### config.mk
export PLATFORM = sky130hd
export DESIGN_NAME = interrupt_source_vector_map
export DESIGN_NICKNAME = d
export VERILOG_FILES = /design/src/design/interrupt_source_vector_map_pkg.sv /design/src/design/interrupt_source_vector_map.sv
export VERILOG_INCLUDE_DIRS = /design/src /design/src/design
export SDC_FILE = /design/constraint.sdc
export NUM_CORES = 1
export LEC_CHECK = 0
export ABC_AREA = 1
export CAP_MARGIN = 15
export CELL_PAD_IN_SITES_DETAIL_PLACEMENT = 1
export CELL_PAD_IN_SITES_GLOBAL_PLACEMENT = 1
export CORE_AREA = 2 2 193 195
export DETAILED_ROUTE_END_ITERATION = 7
export DIE_AREA = 0 0 195 197
export DONT_BUFFER_PORTS = 1
export PLACE_DENSITY_LB_ADDON = 0.08
export SYNTH_ARGS = -nofsm -noshare
export SYNTH_HDL_FRONTEND = slang
export SYNTH_SLANG_ARGS = --single-unit
### constraint.sdc
create_clock -name clock_i -period 47.9 [get_ports clock_i]
set_input_delay 4.79 -clock clock_i [delete_from_list [all_inputs] [get_ports clock_i]]
set_output_delay 4.79 -clock clock_i [all_outputs]
set_load 0.02 [all_outputs]
### src/design/interrupt_source_vector_map_regs.svh
// Constants of the interrupt source to vector mapping block.
// Assumes inclusion by bare name from the block package user.
`ifndef INTERRUPT_SOURCE_VECTOR_MAP_REGS_SVH
`define INTERRUPT_SOURCE_VECTOR_MAP_REGS_SVH

// ----------------------------------------------------------------------
// Sizes
// ----------------------------------------------------------------------
`define IRQ_COUNT 39
`define VECTOR_COUNT 32
`define FLAG_WORD_WIDTH 32
`define FLAG_ONE_USED 7
`define PRIORITY_WORD_COUNT 8

// ----------------------------------------------------------------------
// Field positions inside a priority word
// ----------------------------------------------------------------------
`define VECTORS_PER_WORD 4
`define VECTOR_FIELD_STRIDE 8
`define PRIORITY_LSB 2
`define PRIORITY_WIDTH 3
`define SUBPRIORITY_LSB 0
`define SUBPRIORITY_WIDTH 2

// ----------------------------------------------------------------------
// Source properties
// ----------------------------------------------------------------------
`define PERSISTENT_MASK 39'h78_1631_8C60
`define PRESENT_ALL 39'h7F_FFFF_FFFF

`endif

### src/design/interrupt_source_vector_map_pkg.sv
// Types of the interrupt source to vector mapping block.
// Assumes the constants header is on the include path.
`default_nettype none
package interrupt_source_vector_map_pkg;
    `include "interrupt_source_vector_map_regs.svh"

    typedef logic [4:0] vector_type;
    typedef logic [2:0] level_type;
    typedef logic [1:0] sublevel_type;
    typedef logic [`IRQ_COUNT-1:0] irq_set_type;
    typedef logic [`VECTOR_COUNT-1:0] vector_set_type;
    typedef logic [31:0] word_type;
endpackage : interrupt_source_vector_map_pkg
`default_nettype wire

### src/design/interrupt_source_vector_map.sv
// Interrupt flag, enable and vector selection logic.
// Assumes sources are synchronous to clock_i; configuration words are plain ports.
//
// Contract
// - Core timer is request 0 on vector 0, flag and enable bit 0, priority 4:2 and sub 1:0.
// - Two core software requests are requests 1 and 2 on vectors 1 and 2, non-persistent.
// - External pin requests 3, 8, 13, 18, 23 go to vectors 3, 7, 11, 15, 19, non-persistent.
// - Timer requests 4, 9, 14, 19, 24 go to vectors 4, 8, 12, 16, 20, non-persistent.
// - Each capture unit's error and event requests share one vector and are persistent.
// - Compare requests 7, 12, 17, 22, 27 go to vectors 6, 10, 14, 18, 22, non-persistent.
// - Conversion done is request 28 on vector 23 and is persistent.
// - Requests 29, 30, 31 go to vectors 24, 25, 26 and are non-persistent.
// - Comparator requests 32, 33, 34 go to vectors 27, 28, 29 at bits 0-2 of the second words.
// - USB request is 35 on vector 30 with priority in bits 20:18 of word seven, persistent.
// - Serial port requests 36, 37, 38 share vector 31, priority 28:26 of word seven, persistent.
// - Requests 0-31 sit at their own bit of the first words, 32 onward from bit 0 of the second.
// - Each priority word holds four vectors, priority at 8k+4:8k+2, sub at 8k+1:8k.
// - Source presence is configurable while numbering stays fixed.
`timescale 1ns/100ps
`default_nettype none

module interrupt_source_vector_map #(
    parameter logic [38:0] SOURCE_PRESENT = 39'h7F_FFFF_FFFF
) (
    // Clock and reset
    input wire logic clock_i,
    input wire logic rst_b_i,
    // Request lines, bit index is the request number
    input wire interrupt_source_vector_map_pkg::irq_set_type source_request_i,
    // Flag clear strobes from software
    input wire interrupt_source_vector_map_pkg::word_type flag_clear_word_zero_i,
    input wire interrupt_source_vector_map_pkg::word_type flag_clear_word_one_i,
    // Enable words
    input wire interrupt_source_vector_map_pkg::word_type enable_word_zero_i,
    input wire interrupt_source_vector_map_pkg::word_type enable_word_one_i,
    // Priority words
    input wire interrupt_source_vector_map_pkg::word_type priority_word_zero_i,
    input wire interrupt_source_vector_map_pkg::word_type priority_word_one_i,
    input wire interrupt_source_vector_map_pkg::word_type priority_word_two_i,
    input wire interrupt_source_vector_map_pkg::word_type priority_word_three_i,
    input wire interrupt_source_vector_map_pkg::word_type priority_word_four_i,
    input wire interrupt_source_vector_map_pkg::word_type priority_word_five_i,
    input wire interrupt_source_vector_map_pkg::word_type priority_word_six_i,
    input wire interrupt_source_vector_map_pkg::word_type priority_word_seven_i,
    // Flag status
    output var interrupt_source_vector_map_pkg::word_type flag_word_zero_o,
    output var interrupt_source_vector_map_pkg::word_type flag_word_one_o,
    // Request to the core
    output var logic core_request_o,
    output var interrupt_source_vector_map_pkg::vector_type core_vector_o,
    output var interrupt_source_vector_map_pkg::level_type core_priority_o,
    output var interrupt_source_vector_map_pkg::sublevel_type core_subpriority_o
);
    import interrupt_source_vector_map_pkg::*;

    // ------------------------------------------------------------------
    // Source to vector table
    // ------------------------------------------------------------------
    function automatic vector_type irq_vector(input int unsigned irq);
        vector_type v;
        // Request number selects its fixed vector
        case (irq)
            0: v = 5'h00;
            1: v = 5'h01;
            2: v = 5'h02;
            3: v = 5'h03;
            4: v = 5'h04;
            5, 6: v = 5'h05;
            7: v = 5'h06;
            8: v = 5'h07;
            9: v = 5'h08;
            10, 11: v = 5'h09;
            12: v = 5'h0A;
            13: v = 5'h0B;
            14: v = 5'h0C;
            15, 16: v = 5'h0D;
            17: v = 5'h0E;
            18: v = 5'h0F;
            19: v = 5'h10;
            20, 21: v = 5'h11;
            22: v = 5'h12;
            23: v = 5'h13;
            24: v = 5'h14;
            25, 26: v = 5'h15;
            27: v = 5'h16;
            28: v = 5'h17;
            29: v = 5'h18;
            30: v = 5'h19;
            31: v = 5'h1A;
            32: v = 5'h1B;
            33: v = 5'h1C;
            34: v = 5'h1D;
            35: v = 5'h1E;
            default: v = 5'h1F;
        endcase
        return v;
    endfunction : irq_vector

    // Pending enabled sources folded onto their vectors
    function automatic vector_set_type fold_pending(input irq_set_type active);
        vector_set_type p;
        p = '0;
        // Shared vectors collect several requests
        for (int i = 0; i < `IRQ_COUNT; i++) begin
            if (active[i]) begin
                p[irq_vector(i)] = 1'b1;
            end
        end
        return p;
    endfunction : fold_pending

    // ------------------------------------------------------------------
    // Flags
    // ------------------------------------------------------------------
    // Flag state and decode nets
    irq_set_type flag_ff;
    irq_set_type nxt_flag;
    irq_set_type source_prev_ff;
    irq_set_type persistent;
    irq_set_type present;
    irq_set_type set_event;
    irq_set_type clear_req;
    irq_set_type enable_all;

    // Presence gate and persistence map
    assign present = SOURCE_PRESENT & `PRESENT_ALL;
    assign persistent = `PERSISTENT_MASK;
    // Flag words packed by request number
    assign clear_req = {flag_clear_word_one_i[`FLAG_ONE_USED-1:0], flag_clear_word_zero_i};
    assign enable_all = {enable_word_one_i[`FLAG_ONE_USED-1:0], enable_word_zero_i};
    // Level for persistent, rising edge otherwise
    assign set_event = present & source_request_i
        & (persistent | ~source_prev_ff);
    // Set wins over a clear in the same cycle
    assign nxt_flag = set_event | (flag_ff & ~clear_req & present);

    // Cleared history turns a source high at release into a new event
    // Flag and edge history registers
    always_ff @(posedge clock_i or negedge rst_b_i) begin
        if (!rst_b_i) begin
            flag_ff <= '0;
            source_prev_ff <= '0;
        end else begin
            flag_ff <= nxt_flag;
            source_prev_ff <= source_request_i;
        end
    end

    // ------------------------------------------------------------------
    // Flag status
    // ------------------------------------------------------------------
    // Flag status straight from the flag register
    assign flag_word_zero_o = flag_ff[`FLAG_WORD_WIDTH-1:0];
    assign flag_word_one_o = {25'h0, flag_ff[`IRQ_COUNT-1:`FLAG_WORD_WIDTH]};

    // ------------------------------------------------------------------
    // Priority fields and selection
    // ------------------------------------------------------------------
    // Priority words and per-vector keys
    word_type prio_words [`PRIORITY_WORD_COUNT];
    vector_set_type vector_pending;
    logic [4:0] vec_key [`VECTOR_COUNT];

    // Priority word array
    assign prio_words[0] = priority_word_zero_i;
    assign prio_words[1] = priority_word_one_i;
    assign prio_words[2] = priority_word_two_i;
    assign prio_words[3] = priority_word_three_i;
    assign prio_words[4] = priority_word_four_i;
    assign prio_words[5] = priority_word_five_i;
    assign prio_words[6] = priority_word_six_i;
    assign prio_words[7] = priority_word_seven_i;

    // Per-vector priority and subpriority key
    for (genvar v = 0; v < `VECTOR_COUNT; v++) begin : g_key
        localparam int BASE = (v % `VECTORS_PER_WORD) * `VECTOR_FIELD_STRIDE;
        assign vec_key[v] = {
            prio_words[v / `VECTORS_PER_WORD][BASE + `PRIORITY_LSB +: `PRIORITY_WIDTH],
            prio_words[v / `VECTORS_PER_WORD][BASE + `SUBPRIORITY_LSB +: `SUBPRIORITY_WIDTH]
        };
    end

    // Enabled flags folded onto vectors
    assign vector_pending = fold_pending(flag_ff & enable_all);

    // Selection result of the current cycle
    logic pick_found;
    vector_type pick_vector;
    logic [4:0] pick_key;

    // Highest key wins, strict compare keeps the lowest vector on ties
    always_comb begin
        pick_found = 1'b0;
        pick_vector = 5'h00;
        pick_key = 5'h00;
        for (int v = 0; v < `VECTOR_COUNT; v++) begin
            if (vector_pending[v] && (!pick_found || vec_key[v] > pick_key)) begin
                pick_found = 1'b1;
                pick_vector = 5'(v);
                pick_key = vec_key[v];
            end
        end
    end

    // ------------------------------------------------------------------
    // Request to the core
    // ------------------------------------------------------------------
    // Registered request towards the core
    always_ff @(posedge clock_i or negedge rst_b_i) begin
        if (!rst_b_i) begin
            core_request_o <= 1'b0;
            core_vector_o <= 5'h00;
            core_priority_o <= 3'h0;
            core_subpriority_o <= 2'h0;
        end else begin
            core_request_o <= pick_found;
            core_vector_o <= pick_vector;
            core_priority_o <= pick_key[4:2];
            core_subpriority_o <= pick_key[1:0];
        end
    end
endmodule : interrupt_source_vector_map

`default_nettype wire

# == Word level (Yosys, flattened, before mapping) ==
# Cells that the tools add are included.
# W data, S select, Z words.
# word_totals
reg_bits,85
inputBits,425
output_inout_bits,75
wordCells,542
# classes
magnitude_cmp,109
mux,251
bitwise_logic,44
n_reduce_logical,132
# op_table
op,n
$mux W32,39
$or A32 B32 Y32,38
$mux W5,99
$lt A5 B6 Y1 const B,39
$demux W1 S5,39
$ge A5 B1 Y1 const B,39
$gt A5 B5 Y1,31
$and A39 B39 Y39,3
$mux W1,72
$logic_and A1 B1 Y1,70
$not A39 Y39,1
$or A39 B39 Y39,1
$not A35 Y35,1
$logic_not A1 Y1,31
$logic_or A1 B1 Y1,31
$mux W2,2

# == Depth between registers and ports, before layout ==
# depth
ltp_word,208
ltp_mapped,343
depth_no_buf,316

# == Worst setup path after synthesis ==
# OpenSTA, ideal clock, no wires.
# synth_timing
path_kind,input to register
start,input enable_word_zero_i[0]
end,register core_vector_o[3]
setup_ns,0.122
t_arrival_ns,39.543
t_required_ns,47.778
setup_slack_ns,8.235
path_stages,341
path_buffers,27
cell_sequence,nand2_2 -> inv_2 -> nand2_1 -> ha_1 -> nand2_1 -> nor2_1 -> nand2_1 -> nand3_1 -> nand2_1 -> nand2_2 -> nand2_1 -> buf_6 -> nand2_1 -> o21ai_0 -> ha_1 -> nand2_1 -> nor2_2 -> nand2_1 -> [... 305 more ...] -> o2bb2ai_1 -> a21oi_1 -> clkinv_1 -> or2_2 -> nand2_1 -> ha_1 -> inv_1 -> o21bai_1 -> a21oi_1 -> nor2_1 -> o22ai_1 -> nand2_1 -> nand2_1 -> inv_1 -> nor3_1 -> nand2_1 -> nor2_1 -> nand2_1
# synth_via
elab_chain_cells,203
word_cells_on_any_way,291
classes_between,order compare: 31; mux: 128; bitwise: 39; reduce/logical: 93
# synth_rtl
item,line,source
start: declaration,interrupt_source_vector_map.sv:34,"input wire interrupt_source_vector_map_pkg::word_type enable_word_zero_i,"
$and A39 B39 Y39 (*),interrupt_source_vector_map.sv:184,assign vector_pending = fold_pending(flag_ff & enable_all);
$mux W32 (*),interrupt_source_vector_map.sv:105,if (active[i]) begin
$or A32 B32 Y32 (no line),n/a,
$mux W32 (*),interrupt_source_vector_map.sv:105,
$or A32 B32 Y32 (no line),n/a,
$mux W32 (*),interrupt_source_vector_map.sv:105,
$or A32 B32 Y32 (no line),n/a,
$mux W32 (*),interrupt_source_vector_map.sv:105,
[... 188 more ...],n/a,
$logic_or A1 B1 Y1,interrupt_source_vector_map.sv:197,if (vector_pending[v] && (!pick_found || vec_key[v] > pick_key)) begin
$logic_and A1 B1 Y1,interrupt_source_vector_map.sv:197,
$mux W5 or $mux W1 (tied branches),interrupt_source_vector_map.sv:197,
$gt A5 B5 Y1 or $logic_not A1 Y1 (tied branches),interrupt_source_vector_map.sv:197,
$logic_or A1 B1 Y1,interrupt_source_vector_map.sv:197,
$logic_and A1 B1 Y1,interrupt_source_vector_map.sv:197,
$mux W5 (*),interrupt_source_vector_map.sv:197,
net pick_vector[3],interrupt_source_vector_map.sv:188,vector_type pick_vector;
end signal: assignment,interrupt_source_vector_map.sv:217,core_vector_o <= pick_vector;
end: declaration,interrupt_source_vector_map.sv:50,"output var interrupt_source_vector_map_pkg::vector_type core_vector_o,"
# The timed path passes the listed nets; every way through them passes the cells marked *.

# == Final worst setup path ==
# Same ends and word-level chain as after synthesis.

==> flow_summary_export.csv <==
group,metric,value,unit
outcome,outcome,"finished, final reports clean",
clocking,cts_tree,"done",
routing,drt-wirelength-per-cell,16.3,µm
worst_setup_path,cp-end-kind,"flip-flop",
sta,rsz0062_at_grt,"false",
worst_setup_path,rrSetupSlack,9.59,ns
floorplan,fp-row-count,70,
floorplan,die_height,197,µm
cells_and_area,final_cell_mix,"430 x nand2_1, 254 x inv_1, 163 x nand3_1, 132 x ha_1, 92 x nor2_1",
routing,drc,0,
floorplan,dieArea,38400,µm²
sta,fin_crit_sh,88.0,%
worst_setup_path,crit_type,"in -> reg",
clocking,numClockSinks,74,
floorplan,start_util,26.4,%
run,drv_cap,0,
synth,syn_inst,1534,
global_routing,grt_pass1_vias,9768,
routing,drtAntennaViolNets,0,
clocking,root_buffer,"clkbuf_16",
clocking,insertion_delay,0.37,ns
clocking,cts_buffers,9,
floorplan,io_pins,500,
cells_and_area,final_common_cell,"nand2_1",
floorplan,die_x,195,µm
sta,timing.fmax,23.7,MHz
clocking,cts-hold-fix-buffers,0,
worst_setup_path,worst_path_largest_cell_delay,0.39,ns
cells_and_area,fillers,4703,
placement,placed_cell_area,9880,µm²
routing,num_vias,9260,
worst_setup_path,critPathRequiredTime,48.15,ns
sta,hold_viol,0,
worst_setup_path,slowest_stage,"o21ai_0",
sta,finClkSkew,0.0112,ns
synth,ys_types,33,
routing,dr.pass1.iters,4,
clocking,clk_path_buf_depth,2,
sta,fin_crit,42.14,ns
clocking,htreeDepth,3,
routing,vias_per_cell,4.64,
global_routing,antenna_found_initial,4,
cells_and_area,syn2layout_area_growth,8.40,%
worst_setup_path,cp_data_arrival_time,42.39,ns
routing,drtIter0Drc,184,
placement,gp_congestion,0.753,
clocking,clk_pin_slew,0.07,ns
global_routing,overflow,0,
floorplan,coreArea,36300,µm²
synth,ys_seq_area_share,19.3,%
cells_and_area,drive_gt1_share,7.41,%
sta,drv_slew,0,
global_routing,grt_max_degree,75,
cells_and_area,final_area,10400,µm²
worst_setup_path,path_max_fanout,13,
global_routing,track_usage,17.0,%
worst_setup_path,startpoint_type,"primary input",
placement,portBuffers,0,
routing,finalWirelength,32.6,mm
worst_hold_path,min_path_type,"reg -> reg",
sta,fin_tns_setup,0,ns
global_routing,grt_pass1_wl,51.3,mm
sta,setup_viol,0,
sta,whs,0.435,ns
synth,yosys_register_bits,74,
placement,post-dp-hpwl,28.6,mm
synth,yosys_warnings,0,
cells_and_area,fin_nets,2077,
worst_setup_path,worst_path_most_repeated_cell,"nand2_1",
synth,mappedNetlistArea,9580,µm²
synth,syn_avg_cell_area,6.25,µm²
[sequential cells by signal, summed over array words and instances, names as in the netlist]
signal / cells
core_subpriority_o: 2
core_request_o: 1
flag_ff: 39
core_vector_o: 5
core_priority_o: 3
source_prev_ff: 24
[critical path, delay by kind of cell]
kind	cells	cell delay, ns
simple gates	206	19.29
buf+inv	7	0.77
fa+ha+maj	31	9.33
compound gates	53	8.12
[per-stage QoR]
step / util [%] / instances / setup WS [ns]
after floorplan: - / 1558 / 8.23
after global placement: 27.3 / 1974 / 1.69
after detailed placement: 27.3 / 1974 / 1.03
after CTS: 28.2 / 1990 / 1.32
after global routing: 28.6 / 1993 / 0.0456
final: 28.6 / 1994 / 5.76
[final timing paths]
check / startpoint / cells after the start / endpoint
worst max register to register: flag_ff[0]$_DFF_PN0_ / 297 / core_vector_o[3]$_DFF_PN0_
worst max-delay path: enable_word_zero_i[0] / 297 / core_vector_o[3]$_DFF_PN0_
worst min register to register: source_prev_ff[13]$_DFF_PN0_ / 1 / flag_ff[13]$_DFF_PN0_
min in group asynchronous: rst_b_i / 0 / source_prev_ff[30]$_DFF_PN0_
worst min-delay path: source_prev_ff[13]$_DFF_PN0_ / 1 / flag_ff[13]$_DFF_PN0_
max in group asynchronous: rst_b_i / 0 / source_prev_ff[7]$_DFF_PN0_
[repair_timing]
| action | 4_1_cts | 5_1_grt |
|---|---|---|
| endpoints found under the setup margin | 0 | 10 |
| endpoints found under the hold margin | 0 | 0 |
| gates resized for setup | 0 | 57 |
| setup buffers | 0 | 3 |
[cells in the mapped netlist]
cell type / n / area share (%)
nor3_1: 4 / 0.21
clkbuf_1: 1 / 0.039
or2_1: 3 / 0.20
a31oi_1: 1 / 0.065
nor2_2: 14 / 0.91
o21ai_0: 109 / 5.7
o211ai_1: 1 / 0.078
clkinv_1: 1 / 0.039
buf_6: 2 / 0.24
inv_1: 256 / 10
o2bb2ai_1: 1 / 0.091
ha_1: 132 / 17
nand2_4: 3 / 0.35
nand4_1: 2 / 0.13
nand3_2: 5 / 0.52
o21bai_1: 42 / 3.3
buf_2: 8 / 0.42
a21oi_1: 36 / 1.9
nand2_1: 439 / 17
or2_2: 5 / 0.33
dfrtp_1: 74 / 19
nand2_2: 45 / 2.9
nand3_1: 163 / 8.5
buf_4: 41 / 3.2
and3_1: 1 / 0.065
and2_1: 6 / 0.39
o21ai_1: 4 / 0.21
nor2_1: 93 / 3.6
a21o_1: 3 / 0.24
conb_1: 1 / 0.039
o22ai_1: 28 / 1.8
inv_2: 5 / 0.20
a22o_1: 5 / 0.46
[layer usage]
layer	share of wire, %	wire length [µm]	global-route usage (%)	up-vias
met5	0.049	16	0	-
met4	1.1	352	3.42	2
met2	47	15500	29.8	221
li1	-	-	-	4843
met1	43	13900	19.8	4174
met3	8.8	2850	6.54	20
[cell families after synthesis]
logic type / after synthesis / share of synthesized area (%)
simple gates: 783 / 35.4
buf+inv: 314 / 14.2
compound gates: 230 / 13.8
fa+ha+maj: 132 / 17.2
flops: 74 / 19.3
other cells: 1 / 0.0391
[layout make-up]
class / instances / area, µm² / share of cell area, %
tap: 468 / 586 / 5.64
clock inverter: 6 / 90.1 / 0.867
sequential: 74 / 1850 / 17.8
clock buffer: 10 / 239 / 2.30
multi-input combinational: 1170 / 6610 / 63.6
antenna: 1 / 2.50 / 0.0241
inverter: 262 / 990 / 9.53
timing repair buffer: 3 / 22.5 / 0.217
Power is left out: the tool's default activity adds up to more than one toggle a clock period on the data nets, which glitch-free logic cannot reach.
